**config.mk**
```make
export PLATFORM = sky130hd
export DESIGN_NAME = fpe_flash_ctrl
export DESIGN_NICKNAME = d
export VERILOG_FILES = /design/src/fpe_pkg.sv /design/src/fpe_usec_tick.sv /design/src/fpe_op_timer.sv /design/src/fpe_flash_ctrl.sv
export VERILOG_INCLUDE_DIRS = /design/src
export SDC_FILE = /design/constraint.sdc
export NUM_CORES = 1
export LEC_CHECK = 0
export BUFFER_PORTS_ARGS = -buffer_cell sky130_fd_sc_hd__buf_2
export CORE_MARGIN = 2
export CORE_UTILIZATION = 55
export DETAILED_ROUTE_END_ITERATION = 10
export PLACE_DENSITY = 0.85
export SYNTH_ARGS = -nofsm -noshare
export SYNTH_HDL_FRONTEND = slang
export SYNTH_HIERARCHICAL = 1
export SYNTH_SLANG_ARGS = --single-unit
```
**constraint.sdc**
```tcl
create_clock -name sys_clk -period 4.9 [get_ports sys_clk]
set_clock_uncertainty 0.2 [all_clocks]
set_input_delay 0.245 -clock sys_clk [delete_from_list [all_inputs] [get_ports sys_clk]]
set_output_delay 0.245 -clock sys_clk [all_outputs]
set_load 0.02 [all_outputs]
```
**src/fpe_defines.svh**
```systemverilog
// register offsets, field positions, reset values and timing figures
`ifndef FPE_DEFINES_SVH
`define FPE_DEFINES_SVH

// register byte offsets on the bus
`define FPE_OFS_ADDR        12'h000
`define FPE_OFS_DATA        12'h004
`define FPE_OFS_CTRL        12'h008
`define FPE_OFS_STAT        12'h00c
`define FPE_OFS_MASK        12'h010

// field positions
`define FPE_ADDR_MSB        14
`define FPE_KEY_MSB         31
`define FPE_KEY_LSB         16
`define FPE_CMD_PROG        0
`define FPE_CMD_PERASE      1
`define FPE_CMD_MASS        2
`define FPE_CMD_COMMIT      3
`define FPE_ST_ACCESS       0
`define FPE_ST_PROG         1

// values
`define FPE_WRITE_KEY       16'ha442
`define FPE_RST_WORD        32'h0000_0000
`define FPE_WORD_ALIGN_B    2
`define FPE_PAGE_ALIGN_B    10

// timing: longest operation times in microseconds, clock in hertz
`define FPE_SYS_CLK_HZ      40000000
`define FPE_PROG_TIME_US    50
`define FPE_PERASE_TIME_US  25000
`define FPE_MASS_TIME_US    250000
`define FPE_COMMIT_TIME_US  50
`define FPE_US_CYCLES       (`FPE_SYS_CLK_HZ / 1000000)

`endif

```
**src/fpe_pkg.sv**
```systemverilog
// types shared by the flash program and erase controller
package fpe_pkg;
    // sequencer states, one-hot
    typedef enum logic [1:0] {
        FPE_IDLE = 2'b01,
        FPE_RUN  = 2'b10
    } fpe_state_e;
    // one bit per command: program, page erase, mass erase, commit
    typedef logic [3:0] fpe_cmd_t;
endpackage : fpe_pkg

```
**src/fpe_usec_tick.sv**
```systemverilog
// microsecond tick divider reloaded from the tick reload value
`timescale 1ns/10ps
module fpe_usec_tick (
    input  wire logic       sys_clk,
    input  wire logic       reset,
    input  wire logic       run,
    input  wire logic [7:0] reload,
    output logic            tick
);
    import fpe_pkg::*;

    logic [7:0] div_r;   // cycles left in this microsecond
    logic [7:0] div_nxt;

    // count down; restart from reload so each tick is reload+1 cycles
    always_comb begin
        if (!run || div_r == 8'h00) begin
            div_nxt = reload;
        end else begin
            div_nxt = div_r - 8'h01;
        end
    end

    always_ff @(posedge sys_clk or posedge reset) begin
        if (reset) begin
            div_r <= 8'h00;
        end else begin
            div_r <= div_nxt;
        end
    end

    // tick only while an operation runs, so the first interval is whole
    assign tick = run && (div_r == 8'h00);
endmodule : fpe_usec_tick

```
**src/fpe_op_timer.sv**
```systemverilog
// counts microsecond ticks for the length of one flash operation
`timescale 1ns/10ps
module fpe_op_timer #(
    parameter int CNT_W = 18
) (
    input  wire logic             sys_clk,
    input  wire logic             reset,
    input  wire logic             start,
    input  wire logic [CNT_W-1:0] dur_us,
    input  wire logic             tick,
    output logic                  done
);
    import fpe_pkg::*;

    logic [CNT_W-1:0] cnt_r;  // microseconds still to run
    logic [CNT_W-1:0] cnt_nxt;
    logic             run_r;  // timer active
    logic             run_nxt;

    // load on start, count on tick, finish when the last tick arrives
    always_comb begin
        cnt_nxt = cnt_r;
        run_nxt = run_r;
        done    = 1'b0;
        if (start) begin
            cnt_nxt = dur_us;
            run_nxt = 1'b1;
        end else if (run_r && tick) begin
            if (cnt_r <= CNT_W'(1)) begin
                done    = 1'b1;
                run_nxt = 1'b0;
                cnt_nxt = '0;
            end else begin
                cnt_nxt = cnt_r - CNT_W'(1);
            end
        end
    end

    always_ff @(posedge sys_clk or posedge reset) begin
        if (reset) begin
            cnt_r <= '0;
            run_r <= 1'b0;
        end else begin
            cnt_r <= cnt_nxt;
            run_r <= run_nxt;
        end
    end
endmodule : fpe_op_timer

```
**src/fpe_flash_ctrl.sv**
```systemverilog
// register front end and sequencer of the flash program/erase controller
//
// The Wishbone register port is this design's own decision.
`timescale 1ns/10ps
`include "fpe_defines.svh"
module fpe_flash_ctrl #(
    parameter int PROG_US   = `FPE_PROG_TIME_US,
    parameter int PERASE_US = `FPE_PERASE_TIME_US,
    parameter int MASS_US   = `FPE_MASS_TIME_US,
    parameter int COMMIT_US = `FPE_COMMIT_TIME_US
) (
    input  wire logic        sys_clk,
    input  wire logic        reset,
    input  wire logic        wb_cyc_i,
    input  wire logic        wb_stb_i,
    input  wire logic        wb_we_i,
    input  wire logic [11:0] wb_adr_i,
    input  wire logic [3:0]  wb_sel_i,
    input  wire logic [31:0] wb_dat_i,
    output logic      [31:0] wb_dat_o,
    output logic             wb_ack_o,
    input  wire logic [7:0]  microsecond_tick_reload,
    input  wire logic        access_violation,
    input  wire logic        exec_only_read,
    output fpe_pkg::fpe_cmd_t flash_op_sel,
    output logic             flash_op_start,
    output logic      [14:0] flash_op_addr,
    output logic      [31:0] flash_op_data,
    output logic             flash_busy,
    output logic             program_done_raw_flag,
    output logic             irq
);
    import fpe_pkg::*;

    localparam int CNT_W = 18;  // wide enough for the mass erase time

    // ---------------------------------------------------------------
    // helpers
    // ---------------------------------------------------------------

    // true when the bus address selects the given register
    function automatic logic reg_hit(input logic [11:0] adr,
                                     input logic [11:0] ofs);
        reg_hit = (adr[11:2] == ofs[11:2]);
    endfunction : reg_hit

    // merge write data into a word under the byte enables
    function automatic logic [31:0] byte_merge(input logic [31:0] old,
                                               input logic [31:0] wd,
                                               input logic [3:0]  sel);
        logic [31:0] res;
        res = old;
        for (int i = 0; i < 4; i++) begin
            if (sel[i]) begin
                res[i*8 +: 8] = wd[i*8 +: 8];
            end
        end
        byte_merge = res;
    endfunction : byte_merge

    // clear the low address bits that the operation does not use
    function automatic logic [14:0] align_down(input logic [14:0] a,
                                               input int          bits);
        align_down = a & ~((15'h0001 << bits) - 15'h0001);
    endfunction : align_down

    // ---------------------------------------------------------------
    // state
    // ---------------------------------------------------------------
    logic             ack_r;        // bus answer, one cycle
    logic             ack_nxt;
    logic [31:0]      rdat_r;       // registered read data
    logic [31:0]      rdat_nxt;
    logic [14:0]      addr_r;       // flash_target_address offset
    logic [14:0]      addr_nxt;
    logic [31:0]      data_r;       // flash_write_data word
    logic [31:0]      data_nxt;
    fpe_cmd_t         cmd_r;        // running command bit, reads as busy
    fpe_cmd_t         cmd_nxt;
    fpe_state_e       state_r;      // sequencer state
    fpe_state_e       state_nxt;
    logic             start_r;      // operation launch pulse
    logic             start_nxt;
    logic [14:0]      op_addr_r;    // aligned address given to the array
    logic [14:0]      op_addr_nxt;
    logic [31:0]      op_data_r;    // word given to the array
    logic [31:0]      op_data_nxt;
    logic [1:0]       stat_r;       // flash_raw_irq_status sticky bits
    logic [1:0]       stat_nxt;
    logic [1:0]       mask_r;       // interrupt mask, same layout
    logic [1:0]       mask_nxt;
    logic [CNT_W-1:0] dur_us;       // length of the launched operation
    logic             tick;         // one microsecond elapsed
    logic             op_done;      // operation finished this cycle
    logic             acc;          // request accepted this edge
    logic             wr_acc;
    logic             rd_acc;
    logic             key_ok;       // write carries the key
    fpe_cmd_t         req_cmd;      // single command picked from a write

    // request is taken on the edge that the master sees ack high
    assign acc    = wb_cyc_i && wb_stb_i && ack_r;
    assign wr_acc = acc && wb_we_i;
    assign rd_acc = acc && !wb_we_i;
    assign key_ok = (wb_dat_i[`FPE_KEY_MSB:`FPE_KEY_LSB] == `FPE_WRITE_KEY)
                    && (wb_sel_i == 4'hf);

    // ---------------------------------------------------------------
    // bus slave: one wait state, then ack for one cycle
    // ---------------------------------------------------------------
    always_comb begin
        ack_nxt  = wb_cyc_i && wb_stb_i && !ack_r;
        rdat_nxt = rdat_r;
        if (ack_nxt) begin
            // unmapped offsets answer with zero
            rdat_nxt = `FPE_RST_WORD;
            if (reg_hit(wb_adr_i, `FPE_OFS_ADDR)) begin
                rdat_nxt[`FPE_ADDR_MSB:0] = addr_r;
            end else if (reg_hit(wb_adr_i, `FPE_OFS_DATA)) begin
                // execute-only blocks must not leak, so hide the word
                rdat_nxt = exec_only_read ? `FPE_RST_WORD : data_r;
            end else if (reg_hit(wb_adr_i, `FPE_OFS_CTRL)) begin
                rdat_nxt[3:0] = cmd_r;  // key field stays zero
            end else if (reg_hit(wb_adr_i, `FPE_OFS_STAT)) begin
                rdat_nxt[1:0] = stat_r;
            end else if (reg_hit(wb_adr_i, `FPE_OFS_MASK)) begin
                rdat_nxt[1:0] = mask_r;
            end
        end
    end

    always_ff @(posedge sys_clk or posedge reset) begin
        if (reset) begin
            ack_r  <= 1'b0;
            rdat_r <= `FPE_RST_WORD;
        end else begin
            ack_r  <= ack_nxt;
            rdat_r <= rdat_nxt;
        end
    end

    assign wb_ack_o = ack_r;
    assign wb_dat_o = rdat_r;

    // ---------------------------------------------------------------
    // address, data and mask registers
    // ---------------------------------------------------------------
    always_comb begin
        logic [31:0] tmp;
        tmp      = byte_merge({17'h0, addr_r}, wb_dat_i, wb_sel_i);
        addr_nxt = addr_r;
        data_nxt = data_r;
        mask_nxt = mask_r;
        if (wr_acc && reg_hit(wb_adr_i, `FPE_OFS_ADDR)) begin
            addr_nxt = tmp[`FPE_ADDR_MSB:0];  // upper bits dropped
        end
        if (wr_acc && reg_hit(wb_adr_i, `FPE_OFS_DATA)) begin
            data_nxt = byte_merge(data_r, wb_dat_i, wb_sel_i);
        end
        if (wr_acc && reg_hit(wb_adr_i, `FPE_OFS_MASK) && wb_sel_i[0]) begin
            mask_nxt = wb_dat_i[1:0];
        end
    end

    always_ff @(posedge sys_clk or posedge reset) begin
        if (reset) begin
            addr_r <= 15'h0000;
            data_r <= `FPE_RST_WORD;
            mask_r <= 2'h0;
        end else begin
            addr_r <= addr_nxt;
            data_r <= data_nxt;
            mask_r <= mask_nxt;
        end
    end

    // ---------------------------------------------------------------
    // command sequencer
    // ---------------------------------------------------------------

    // several bits set is a software fault; lowest bit wins here
    always_comb begin
        req_cmd = '0;
        if (wb_dat_i[`FPE_CMD_PROG]) begin
            req_cmd[`FPE_CMD_PROG] = 1'b1;
        end else if (wb_dat_i[`FPE_CMD_PERASE]) begin
            req_cmd[`FPE_CMD_PERASE] = 1'b1;
        end else if (wb_dat_i[`FPE_CMD_MASS]) begin
            req_cmd[`FPE_CMD_MASS] = 1'b1;
        end else if (wb_dat_i[`FPE_CMD_COMMIT]) begin
            req_cmd[`FPE_CMD_COMMIT] = 1'b1;
        end
    end

    // duration of the launched command in microseconds
    always_comb begin
        unique case (1'b1)
            cmd_r[`FPE_CMD_PERASE]: dur_us = CNT_W'(PERASE_US);
            cmd_r[`FPE_CMD_MASS]:   dur_us = CNT_W'(MASS_US);
            cmd_r[`FPE_CMD_COMMIT]: dur_us = CNT_W'(COMMIT_US);
            default:                dur_us = CNT_W'(PROG_US);
        endcase
    end

    // idle takes a keyed write; run holds until the timer finishes
    always_comb begin
        state_nxt   = state_r;
        cmd_nxt     = cmd_r;
        start_nxt   = 1'b0;
        op_addr_nxt = op_addr_r;
        op_data_nxt = op_data_r;
        unique case (state_r)
            FPE_IDLE: begin
                // wrong key or no bit set leaves everything alone
                if (wr_acc && reg_hit(wb_adr_i, `FPE_OFS_CTRL) && key_ok
                    && req_cmd != '0) begin
                    state_nxt = FPE_RUN;
                    cmd_nxt   = req_cmd;
                    start_nxt = 1'b1;
                    // misaligned input is a software fault; low bits
                    // are simply dropped
                    if (req_cmd[`FPE_CMD_PERASE]) begin
                        op_addr_nxt = align_down(addr_r,
                                                 `FPE_PAGE_ALIGN_B);
                    end else begin
                        op_addr_nxt = align_down(addr_r,
                                                 `FPE_WORD_ALIGN_B);
                    end
                    // erases never look at the data word
                    op_data_nxt = req_cmd[`FPE_CMD_PROG] ? data_r
                                                         : `FPE_RST_WORD;
                end
            end
            FPE_RUN: begin
                // control writes are dropped until completion
                if (op_done) begin
                    state_nxt = FPE_IDLE;
                    cmd_nxt   = '0;  // busy bit reads zero again
                end
            end
        endcase
    end

    always_ff @(posedge sys_clk or posedge reset) begin
        if (reset) begin
            state_r   <= FPE_IDLE;
            cmd_r     <= '0;
            start_r   <= 1'b0;
            op_addr_r <= 15'h0000;
            op_data_r <= `FPE_RST_WORD;
        end else begin
            state_r   <= state_nxt;
            cmd_r     <= cmd_nxt;
            start_r   <= start_nxt;
            op_addr_r <= op_addr_nxt;
            op_data_r <= op_data_nxt;
        end
    end

    // the pulse length is only right if software keeps the reload equal
    // to the clock in MHz minus one while busy
    fpe_usec_tick fpe_usec_tick_inst (
        .sys_clk (sys_clk),
        .reset   (reset),
        .run     (state_r == FPE_RUN),
        .reload  (microsecond_tick_reload),
        .tick    (tick)
    );

    // timer is loaded by the launch pulse, when cmd_r already holds it
    fpe_op_timer #(
        .CNT_W (CNT_W)
    ) fpe_op_timer_inst (
        .sys_clk (sys_clk),
        .reset   (reset),
        .start   (start_r),
        .dur_us  (dur_us),
        .tick    (tick),
        .done    (op_done)
    );

    assign flash_op_sel   = cmd_r;
    assign flash_op_start = start_r;
    assign flash_op_addr  = op_addr_r;
    assign flash_op_data  = op_data_r;
    assign flash_busy     = (state_r == FPE_RUN);

    // ---------------------------------------------------------------
    // interrupt status: read clears, but a new event in the same cycle
    // wins so that it is never lost
    // ---------------------------------------------------------------
    always_comb begin
        stat_nxt = stat_r;
        if (rd_acc && reg_hit(wb_adr_i, `FPE_OFS_STAT)) begin
            stat_nxt = 2'h0;
        end
        if (op_done && !cmd_r[`FPE_CMD_COMMIT]) begin
            stat_nxt[`FPE_ST_PROG] = 1'b1;
        end
        if (access_violation) begin
            stat_nxt[`FPE_ST_ACCESS] = 1'b1;
        end
    end

    always_ff @(posedge sys_clk or posedge reset) begin
        if (reset) begin
            stat_r <= 2'h0;
        end else begin
            stat_r <= stat_nxt;
        end
    end

    assign program_done_raw_flag = stat_r[`FPE_ST_PROG];
    assign irq                   = |(stat_r & mask_r);
endmodule : fpe_flash_ctrl

```
# ---- Word level (Yosys, flattened, before mapping)
# Index checks and enable logic that the tools add are counted.
dict set report op_classes {
  n_addsub 2
  n_mul 0
  div 0
  magnitude_cmp 1
  n_eq_ne 10
  shifts 0
  mux 40
  bitwise_logic 1
  reduce_logical 39
}
# operator n
set ops {}
lappend ops {{$mux 32} 2}
lappend ops {{$mux 18} 3}
lappend ops {{$pmux 18 s2} 1}
lappend ops {{$mux 28} 1}
lappend ops {{$eq 10x2->1 const B} 2}
lappend ops {{$le 18x1->1 const B} 1}
lappend ops {{$reduce_and 2->1} 9}
lappend ops {{$sub 18x1->18 const B} 1}
lappend ops {{$logic_and 1x1->1} 17}
lappend ops {{$mux 17} 1}
lappend ops {{$eq 16x16->1 const B} 1}
lappend ops {{$mux 2} 8}
lappend ops {{$mux 1} 15}
lappend ops {{$mux 15} 1}
lappend ops {{$mux 4} 3}
lappend ops {{$eq 10x1->1 const B} 1}
lappend ops {{$eq 10x3->1 const B} 1}
lappend ops {{$logic_not 10->1} 1}
lappend ops {{$mux 10} 1}
lappend ops {{$logic_not 8->1} 1}
lappend ops {{$mux 8} 1}
lappend ops {{$pmux 4 s2} 1}
lappend ops {{$reduce_bool 2->1} 4}
lappend ops {{$sub 8x1->8 const B} 1}
lappend ops {{11 further kinds} 15}
dict set report totals {
  ff_bits 165
  latchBits 0
  ram_bits 0
  rom_bits 0
  inputBits 63
  output_inout_bits 88
  word_cells 112
  mem_count 0
}

# ---- Logic depth before layout (Yosys ltp)
# Gate-level depths: netlist of the first run.
dict set report logic_depth {
  depth_word 8
  depth_mapped 14
  depth_no_buf 13
}

# ---- By module
# The synthesis of the first run kept the hierarchy.
# module n_inst cells_each area_per_inst_um2 seq_area_each_um2
set by_module_without_submodules {}
lappend by_module_without_submodules {fpe_flash_ctrl 1 548 5768.0 3404.5}
lappend by_module_without_submodules {fpe_op_timer 1 152 1271.2 475.5}
lappend by_module_without_submodules {fpe_usec_tick 1 49 449.2 200.2}

# ---- Least setup slack after synthesis of the first run
# OpenSTA, ideal clock, no wires.
dict set report synth_path {
  kind {register to register}
  start {reg state_r[0]}
  end {reg cmd_r[2], in the netlist flash_op_sel[2]}
  arrival_time_ns 2.823
  t_required_ns 4.573
  slack_ns 1.750
  path_stages_with_launch 15
  n_path_buf 1
  synth_period_minus_slack_ns 3.150
  path_cell_list {dfstp_2 -> clkbuf_1 -> nand2b_1 -> inv_1 -> inv_1 -> nor3_1 -> nand2_1 -> nor3_1 -> nand2_1 -> nor4_1 -> nor2b_1 -> a221oi_1 -> a21oi_1 -> nand2_1 -> o21ai_0}
}
dict set report synth_between {
  elab_chain_len 7
  elab_cells_between_ends 10
  cone_classes {4 x eq/ne; 3 x mux; 3 x reduce/logical}
}
# element line
set synth_rtl {}
lappend synth_rtl {{from (decl)} fpe_flash_ctrl.sv:80} ;# fpe_state_e state_r;
lappend synth_rtl {{from (signal assigned)} fpe_flash_ctrl.sv:252} ;# state_r <= state_nxt;
lappend synth_rtl {{$eq 2x2->1} -}
lappend synth_rtl {{via flash_busy} fpe_flash_ctrl.sv:29} ;# output logic flash_busy,
lappend synth_rtl {{$logic_and 1x1->1} fpe_usec_tick.sv:33} ;# assign tick = run && (div_r == 8'h00);
lappend synth_rtl {{via tick} fpe_flash_ctrl.sv:93} ;# logic tick;
lappend synth_rtl {{$logic_and 1x1->1} fpe_op_timer.sv:28} ;# end else if (run_r && tick) begin
lappend synth_rtl {{$mux 1} fpe_op_timer.sv:28}
lappend synth_rtl {{$mux 1} fpe_op_timer.sv:25} ;# if (start) begin
lappend synth_rtl {{via op_done} fpe_flash_ctrl.sv:94} ;# logic op_done;
lappend synth_rtl {{$ne 2x2->1 (no source line)} -}
lappend synth_rtl {{$reduce_and 2->1 (no source line)} -}
lappend synth_rtl {{to (signal assigned)} fpe_flash_ctrl.sv:253} ;# cmd_r <= cmd_nxt;
lappend synth_rtl {{to (decl)} fpe_flash_ctrl.sv:78} ;# fpe_cmd_t cmd_r;
# The timed path passes the listed nets, and every way through them passes these cells.
# A chain may end at the register's enable or synchronous reset.

# ---- Worst setup path in the final report of the first run
dict set report layout_path {
  start {reg fpe_usec_tick_inst.div_r[0]}
  end {reg cmd_r[0], in the netlist flash_op_sel[0]}
}
dict set report layout_between {
  elab_chain_len 7
}
# element line
set layout_rtl {}
lappend layout_rtl {{from (decl)} fpe_usec_tick.sv:12} ;# logic [7:0] div_r;
lappend layout_rtl {{from (signal assigned)} fpe_usec_tick.sv:28} ;# div_r <= div_nxt;
lappend layout_rtl {{$logic_not 8->1} fpe_usec_tick.sv:33}
lappend layout_rtl {{$logic_and 1x1->1} fpe_usec_tick.sv:33}
lappend layout_rtl {{via tick} fpe_flash_ctrl.sv:93}
lappend layout_rtl {{$logic_and 1x1->1} fpe_op_timer.sv:28}
lappend layout_rtl {{$mux 1} fpe_op_timer.sv:28}
lappend layout_rtl {{$mux 1} fpe_op_timer.sv:25}
lappend layout_rtl {{via op_done} fpe_flash_ctrl.sv:94}
lappend layout_rtl {{$ne 2x2->1 (no source line)} -}
lappend layout_rtl {{$reduce_and 2->1 (no source line)} -}
# The timed path passes the listed nets, and every way through them passes these cells.

==> flow_metrics.py, run 1 <==
metrics = {
    "run_status": {
        "status": "finished, final reports clean",
    },
    "yosys": {
        "synth.avg_cell_area_um2": 10.0,
        "synth_top_area_cell": "dfrtp_1",
        "yosysWarnings": 6,
        "ys_seq_area_frac": 0.545,
        "synth_flop_cell": "dfrtp_1",
        "ys_top_cells_by_area": "dfrtp_1 54%, mux2_2 8.0%, nand2_1 7.6%",
        "synth_top_area_share": 0.541,
        "synth_edf_count": 0,
        "synth.distinct_cells": 59,
        "ys_seq_elements": 163,
        "netlist_instances": 749,
        "synth.most_common_cell": "dfrtp_1",
        "async_flop_share": 1.00,
        "synth_commonest_cells": "162 x dfrtp_1, 152 x nand2_1, 81 x o21ai_0, 53 x mux2_2, 29 x clkbuf_1",
        "synth_area_mm2": 0.00749,
    },
    "die": {
        "io_pins": 151,
        "initial_core_util": 0.563,
        "design.die.area_mm2": 0.0146,
        "rows": 42,
        "die_w_um": 121,
        "core_mm2": 0.0133,
        "die_h_um": 121,
    },
    "timing": {
        "max_slew.worst_pin.slew_ns": 0.857,
        "slew_viol_final": 0,
        "fin_crit_ns": 4.04,
        "fin_tns_setup_ns": 0,
        "rsz0062_at_grt": "false",
        "timing.fmax_mhz": 247,
        "fin_crit_sh": 0.825,
        "finalHoldViolations": 0,
        "setup_violations": 0,
        "slew_headroom": 0.429,
    },
    "detailed_routing": {
        "detail_route.wl_per_cell_um": 18.2,
        "drc": 0,
        "wirelength_mm": 20.4,
        "vias_per_cell": 5.80,
        "drt_first_pass_iters": 5,
        "vias": 6479,
        "ant_nets": 0,
        "drt_iter0_drc": 555,
    },
    "placement": {
        "placed_area_mm2": 0.00832,
        "place_hpwl_mm": 13.1,
        "io_buffers": 146,
        "gp_congestion": 0.902,
    },
    "critical_path": {
        "path_max_fanout": 13,
        "cp-start-kind": "register",
        "critPathKind": "register to register",
        "critPathArrivalTime_ns": 4.12,
        "reg2reg_depth": 13,
        "end_kind": "register",
        "critPathRequiredTime_ns": 4.97,
    },
    "cts": {
        "cts_setup_buffers": 0,
        "clkTransAtPathRegs_ns": 0.07,
        "cts_sinks": 163,
        "clockBufferDepth": 2,
        "hold_buffers": 41,
        "post_cts_resized": 0,
        "cts_tree": "built",
        "insertion_delay_ns": 0.43,
        "clockRootBuffer": "clkbuf_16",
        "cts_buffers": 17,
        "htree_levels": 4,
    },
    "global_route": {
        "first_global_vias": 6411,
        "grt.total_usage": 0.291,
        "gr-total-overflow": 0,
        "grt_antenna_before_repair": 4,
        "grt_pass1_wl_mm": 32.6,
        "grt_max_degree": 93,
    },
    "power": {
        "p_clk_frac": 0.458,
        "power_mw": 2.83,
        "power_frac_seq": 0.485,
        "combPwrFrac": 0.057,
        "p_leak_nw": 4.56,
        "ir_drop_mv": 0.236,
        "p_sw_frac": 0.246,
        "intPower_mw": 2.13,
        "netSwitchingPower_mw": 0.695,
        "p_per_area_mw_per_mm2": 303,
    },
    "final_layout": {
        "syn2layout_area_growth_pct": 24.4,
        "final_nets": 992,
        "drive_above_1_share": 0.268,
        "fin_area_mm2": 0.00931,
    },
    "run": {
        "maxCapViolCount": 0,
    },
    "min_path": {
        "hold_depth": 4,
        "hold_class": "primary input to register",
    },
}
-- stage by stage --
step | worst slack, ns | hold WS [ns] | utilization | std cells
floorplan | 0.817 | -0.139 | - | 756
global route | 0.501 | 0.0672 | 0.700 | 1118
global placement | 1.10 | 0.0666 | 0.626 | 1041
CTS | 0.932 | 0.0343 | 0.700 | 1114
finish | 0.857 | 0.0658 | 0.700 | 1118
detailed placement | 0.970 | 0.0657 | 0.626 | 1041
-- final timing paths --
check / slack, ns / to / startpoint
setup / recovery: 0.86 / flash_op_sel[0]$_DFFE_PP0P_ / fpe_usec_tick_inst/div_r[0]$_DFF_PP0_
hold / removal: 0.07 / stat_r[0]$_DFFE_PP0P_ / wb_we_i
setup reg to reg: 0.86 / flash_op_sel[0]$_DFFE_PP0P_ / fpe_usec_tick_inst/div_r[0]$_DFF_PP0_
hold reg to reg: 0.26 / wb_dat_o[28]$_DFFE_PP0P_ / wb_dat_o[28]$_DFFE_PP0P_
max in group asynchronous: 3.01 / data_r[25]$_DFFE_PP0P_ / reset
min in group asynchronous: 0.20 / fpe_usec_tick_inst/div_r[0]$_DFF_PP0_ / reset
-- registers in the layout, summed over array words and instances, names as in the netlist --
name,cells
flash_op_data,32
addr_r,15
wb_ack_o,1
flash_op_start,1
flash_op_addr,13
mask_r,2
stat_r,2
fpe_op_timer_inst/run_r,1
fpe_usec_tick_inst/div_r,8
fpe_op_timer_inst/cnt_r,18
data_r,32
state_r,2
wb_dat_o,32
flash_op_sel,4
-- power by group through the flow --
stage,logic [mW],clock network [mW],registers [mW]
floorplan,0.0755,0,1.39
global placement,0.133,0,1.39
detailed placement,0.135,0,1.40
CTS,0.161,1.31,1.37
global route,0.180,1.36,1.37
finish,0.162,1.29,1.37
-- routing by layer --
metal | track usage | wire length (um)
met3 | 0.0774 | 1450
met1 | 0.370 | 8340
met4 | 0.153 | 938
met5 | 0 | 0
met2 | 0.458 | 9670
-- placed cells by master, fill, tap and decap left out, drive strengths merged, types with 6 or more instances in the layout --
| cell type | Yosys | final |
|---|---|---|
| a21oi | 19 | 19 |
| a22oi | 13 | 13 |
| a2bb2oi | 6 | 6 |
| a31oi | 7 | 7 |
| buf | 11 | 149 |
| clkbuf | 29 | 17 |
| conb | 1 | 8 |
| dfrtp | 162 | 162 |
| dlygate4sd3 | 0 | 41 |
| inv | 20 | 26 |
| mux2 | 54 | 54 |
| nand2 | 156 | 156 |
| nand2b | 6 | 6 |
| nand3 | 27 | 27 |
| nand4 | 8 | 8 |
| nor2 | 26 | 26 |
| nor2b | 7 | 7 |
| nor3 | 15 | 15 |
| nor4 | 9 | 9 |
| o21ai | 85 | 85 |
| o31ai | 6 | 6 |
| or4 | 13 | 13 |
-- area by class of cell --
cell class / instances / area [um^2]
antenna: 4 / 10.0
clock buffer: 17 / 425
clock inverter: 15 / 146
fill: 976 / 3980
inverter: 20 / 80.1
multi-input combinational: 533 / 3190
sequential: 163 / 4080
tap: 176 / 220
timing repair buffer: 190 / 1160
-- critical path: stages, from the launching register on --
cell and delay (ns):
dfrtp_1 0.39, inv_1 0.08, ha_1 0.15, or3b_2 0.49
nor3_1 0.46, nand2_1 0.39, nor3_1 0.33, nand2_1 0.08
nor4_1 0.58, nor2b_1 0.17, a22oi_1 0.18, nor2_1 0.06
a31oi_1 0.13, o311ai_0 0.18
-- cells by family (layout without fill, tap and decap cells) --
kind of cell,after synthesis,in the layout,synth area share
buffers and inverters,60,242,0.0334
flip-flops,163,163,0.545
AO/OA/AOI/OAI,158,158,0.126
AND/OR/NAND/NOR,297,297,0.192
XOR/XNOR,8,8,0.00936
adder cells (fa/ha/maj),4,4,0.00668
other,1,12,0.000501
multiplexers,58,58,0.0865
(Power assumes the default switching activity.)
==> run 2, diff against run 1 <==
--- a/config.mk
+++ b/config.mk
@@ -8,9 +8,9 @@
 export LEC_CHECK = 0
 export BUFFER_PORTS_ARGS = -buffer_cell sky130_fd_sc_hd__buf_2
 export CORE_MARGIN = 2
-export CORE_UTILIZATION = 55
+export CORE_UTILIZATION = 50
 export DETAILED_ROUTE_END_ITERATION = 10
-export PLACE_DENSITY = 0.85
+export PLACE_DENSITY = 0.82
 export SYNTH_ARGS = -nofsm -noshare
 export SYNTH_HDL_FRONTEND = slang
 export SYNTH_HIERARCHICAL = 1
==> constraint.sdc (replaced) <==
create_clock -name sys_clk -period 3.67 [get_ports sys_clk]
set_clock_uncertainty 0.2 [all_clocks]
set_input_delay 0.1835 -clock sys_clk [delete_from_list [all_inputs] [get_ports sys_clk]]
set_output_delay 0.1835 -clock sys_clk [all_outputs]
set_load 0.02 [all_outputs]
==> run 2 against run 1 <==
Effect of this change:
- design area is 0.73% higher
- hold slack worse by 0.047 ns
- critical path depth up 2
- routed wire length down 2.8%
- total power grew 34%
- worst setup slack lost 0.27 ns
- utilization is 5.7 points lower
- clock power is 34% higher
- sequential cell count unchanged
- clock-buffer cell count rose by 2
- die area grew 9.7%
- maximum frequency up 31%
- highest routed layer is now met5
==> flow_metrics.py, run 2 (synthesis gave the netlist of run 1 again) <==
metrics = {
    "cts": {
        "hold_buffers": 43,
        "post_cts_resized": 0,
        "clkTransAtPathRegs_ns": 0.06,
        "cts_sinks": 163,
        "clockBufferDepth": 2,
        "clockRootBuffer": "clkbuf_16",
        "cts_tree": "built",
        "cts_buffers": 17,
        "htree_levels": 4,
        "insertion_delay_ns": 0.42,
        "cts_setup_buffers": 0,
    },
    "final_layout": {
        "stdcell_count": 1129,
        "syn2layout_area_growth_pct": 25.3,
        "final_nets": 998,
        "final_cell_mix": "162 x dfrtp_1, 152 x nand2_1, 146 x buf_2, 81 x o21ai_0, 53 x mux2_2",
        "drive_above_1_share": 0.270,
        "final_common_cell": "dfrtp_1",
    },
    "die": {
        "core_mm2": 0.0146,
        "initial_core_util": 0.513,
        "die_h_um": 126,
        "io_pins": 151,
        "die_w_um": 126,
        "design.die.area_mm2": 0.0160,
        "rows": 44,
    },
    "power": {
        "p_clk_frac": 0.459,
        "ir_drop_mv": 0.327,
        "intPower_mw": 2.88,
        "power_mw": 3.78,
        "netSwitchingPower_mw": 0.903,
        "combPwrFrac": 0.058,
        "p_per_area_mw_per_mm2": 403,
        "p_sw_frac": 0.239,
        "p_leak_nw": 4.60,
        "power_frac_seq": 0.483,
    },
    "timing": {
        "fin_crit_ns": 3.08,
        "slew_viol_final": 0,
        "fin_crit_sh": 0.840,
        "finalWorstSetupSlack_ns": 0.586,
        "holdWs_ns": 0.0188,
        "setup_violations": 0,
        "finalHoldViolations": 0,
        "slew_headroom": 0.425,
        "rsz0062_at_grt": "false",
        "timing.fmax_mhz": 324,
        "fin_tns_setup_ns": 0,
        "max_slew.worst_pin.slew_ns": 0.863,
    },
    "run_status": {
        "status": "finished, final reports clean",
    },
    "min_path": {
        "hold_class": "primary input to register",
    },
    "global_route": {
        "grt_pass1_wl_mm": 32.7,
        "grt.total_usage": 0.257,
        "grt_antenna_before_repair": 2,
        "gr-total-overflow": 0,
        "first_global_vias": 6442,
        "grt_max_degree": 137,
    },
    "run": {
        "maxCapViolCount": 0,
    },
    "critical_path": {
        "path_max_fanout": 5,
        "critPathArrivalTime_ns": 3.19,
        "cp-start-kind": "register",
        "critPathRequiredTime_ns": 3.77,
        "end_kind": "register",
        "critPathKind": "register to register",
    },
    "detailed_routing": {
        "drt_first_pass_iters": 5,
        "ant_nets": 0,
        "vias": 6441,
        "wirelength_mm": 19.8,
        "drc": 0,
        "detail_route.wl_per_cell_um": 17.6,
        "vias_per_cell": 5.71,
        "drt_iter0_drc": 520,
    },
    "placement": {
        "place_hpwl_mm": 12.9,
        "gp_congestion": 0.914,
        "preCtsSetupSlack_ns": 0.586,
        "dp_cells": 1053,
        "io_buffers": 146,
    },
}
==> run 2: cell types whose count changed in the layout (fill, tap and decap cells not counted) <==
cell / previous run / this run
buf_12: 0 / 1
buf_4: 3 / 6
clkbuf_8: 0 / 2
clkinv_2: 2 / 4
clkinv_4: 3 / 1
diode_2: 4 / 1
dlygate4sd3_1: 41 / 43
inv_6: 5 / 3
==> run 2: path summary, 6_finish.rpt <==
path                                                  startpoint                                    end  depth (start not counted)  slack (ns)
max                        fpe_usec_tick_inst/div_r[0]$_DFF_PP0_            flash_op_sel[2]$_DFFE_PP0P_                         15        0.59
min reg2reg                             wb_dat_o[20]$_DFFE_PP0P_               wb_dat_o[20]$_DFFE_PP0P_                          2        0.26
min                                                  wb_adr_i[7]                wb_dat_o[1]$_DFFE_PP0P_                          4        0.02
max reg2reg                fpe_usec_tick_inst/div_r[0]$_DFF_PP0_            flash_op_sel[2]$_DFFE_PP0P_                         15        0.59
min in group asynchronous                                  reset  fpe_usec_tick_inst/div_r[3]$_DFF_PP0_                          3        0.11
max in group asynchronous                                  reset          flash_op_data[26]$_DFFE_PP0P_                          4        2.38
==> run 2: final cells by class <==
cell class / instances / area [um^2]
Timing Repair Buffer: 196 / 1230
Fill cell: 1147 / 5210
Clock buffer: 19 / 453
Antenna cell: 1 / 2.50
Multi-Input combinational cell: 533 / 3190
Clock inverter: 13 / 123
Inverter: 20 / 78.8
Tap cell: 184 / 230
Sequential cell: 163 / 4080
==> run 2: power groups by stage <==
stage	Clock, mW	Combinational, mW	Sequential [mW]
after global placement	0	0.178	1.86
after floorplan	0	0.101	1.86
after CTS	1.75	0.218	1.83
after detailed placement	0	0.182	1.86
final	1.73	0.219	1.83
after global routing	1.84	0.243	1.83
==> run 2: routing by layer <==
| layer | vias to the layer above | part of all wire | GRT usage |
|---|---|---|---|
| met5 | - | 0.00071 | 0 |
| met4 | 2 | 0.038 | 0.116 |
| met3 | 56 | 0.063 | 0.0641 |
| met2 | 245 | 0.47 | 0.397 |
| met1 | 3130 | 0.42 | 0.344 |
| li1 | 3008 | - | - |
==> run 2: per-stage QoR <==
step                instance area (um^2)  utilization
finish                              9380        0.643
global route                        9380        0.643
CTS                                 9380        0.643
detailed placement                  8370        0.574
global placement                    8370        0.574
floorplan                           7520            -
==> run 2: critical path, stage by stage (launching register included) <==
cell and delay, ns:
dfrtp_1 0.38, inv_1 0.08, ha_1 0.14, or3b_2 0.49
nor3_1 0.16, buf_4 0.16, nand2_1 0.09, nor3_1 0.24
nand2_1 0.09, nor4_1 0.19, buf_4 0.18, nor2b_1 0.07
a221oi_1 0.30, a21oi_1 0.07, nand2_1 0.07, o21ai_0 0.07
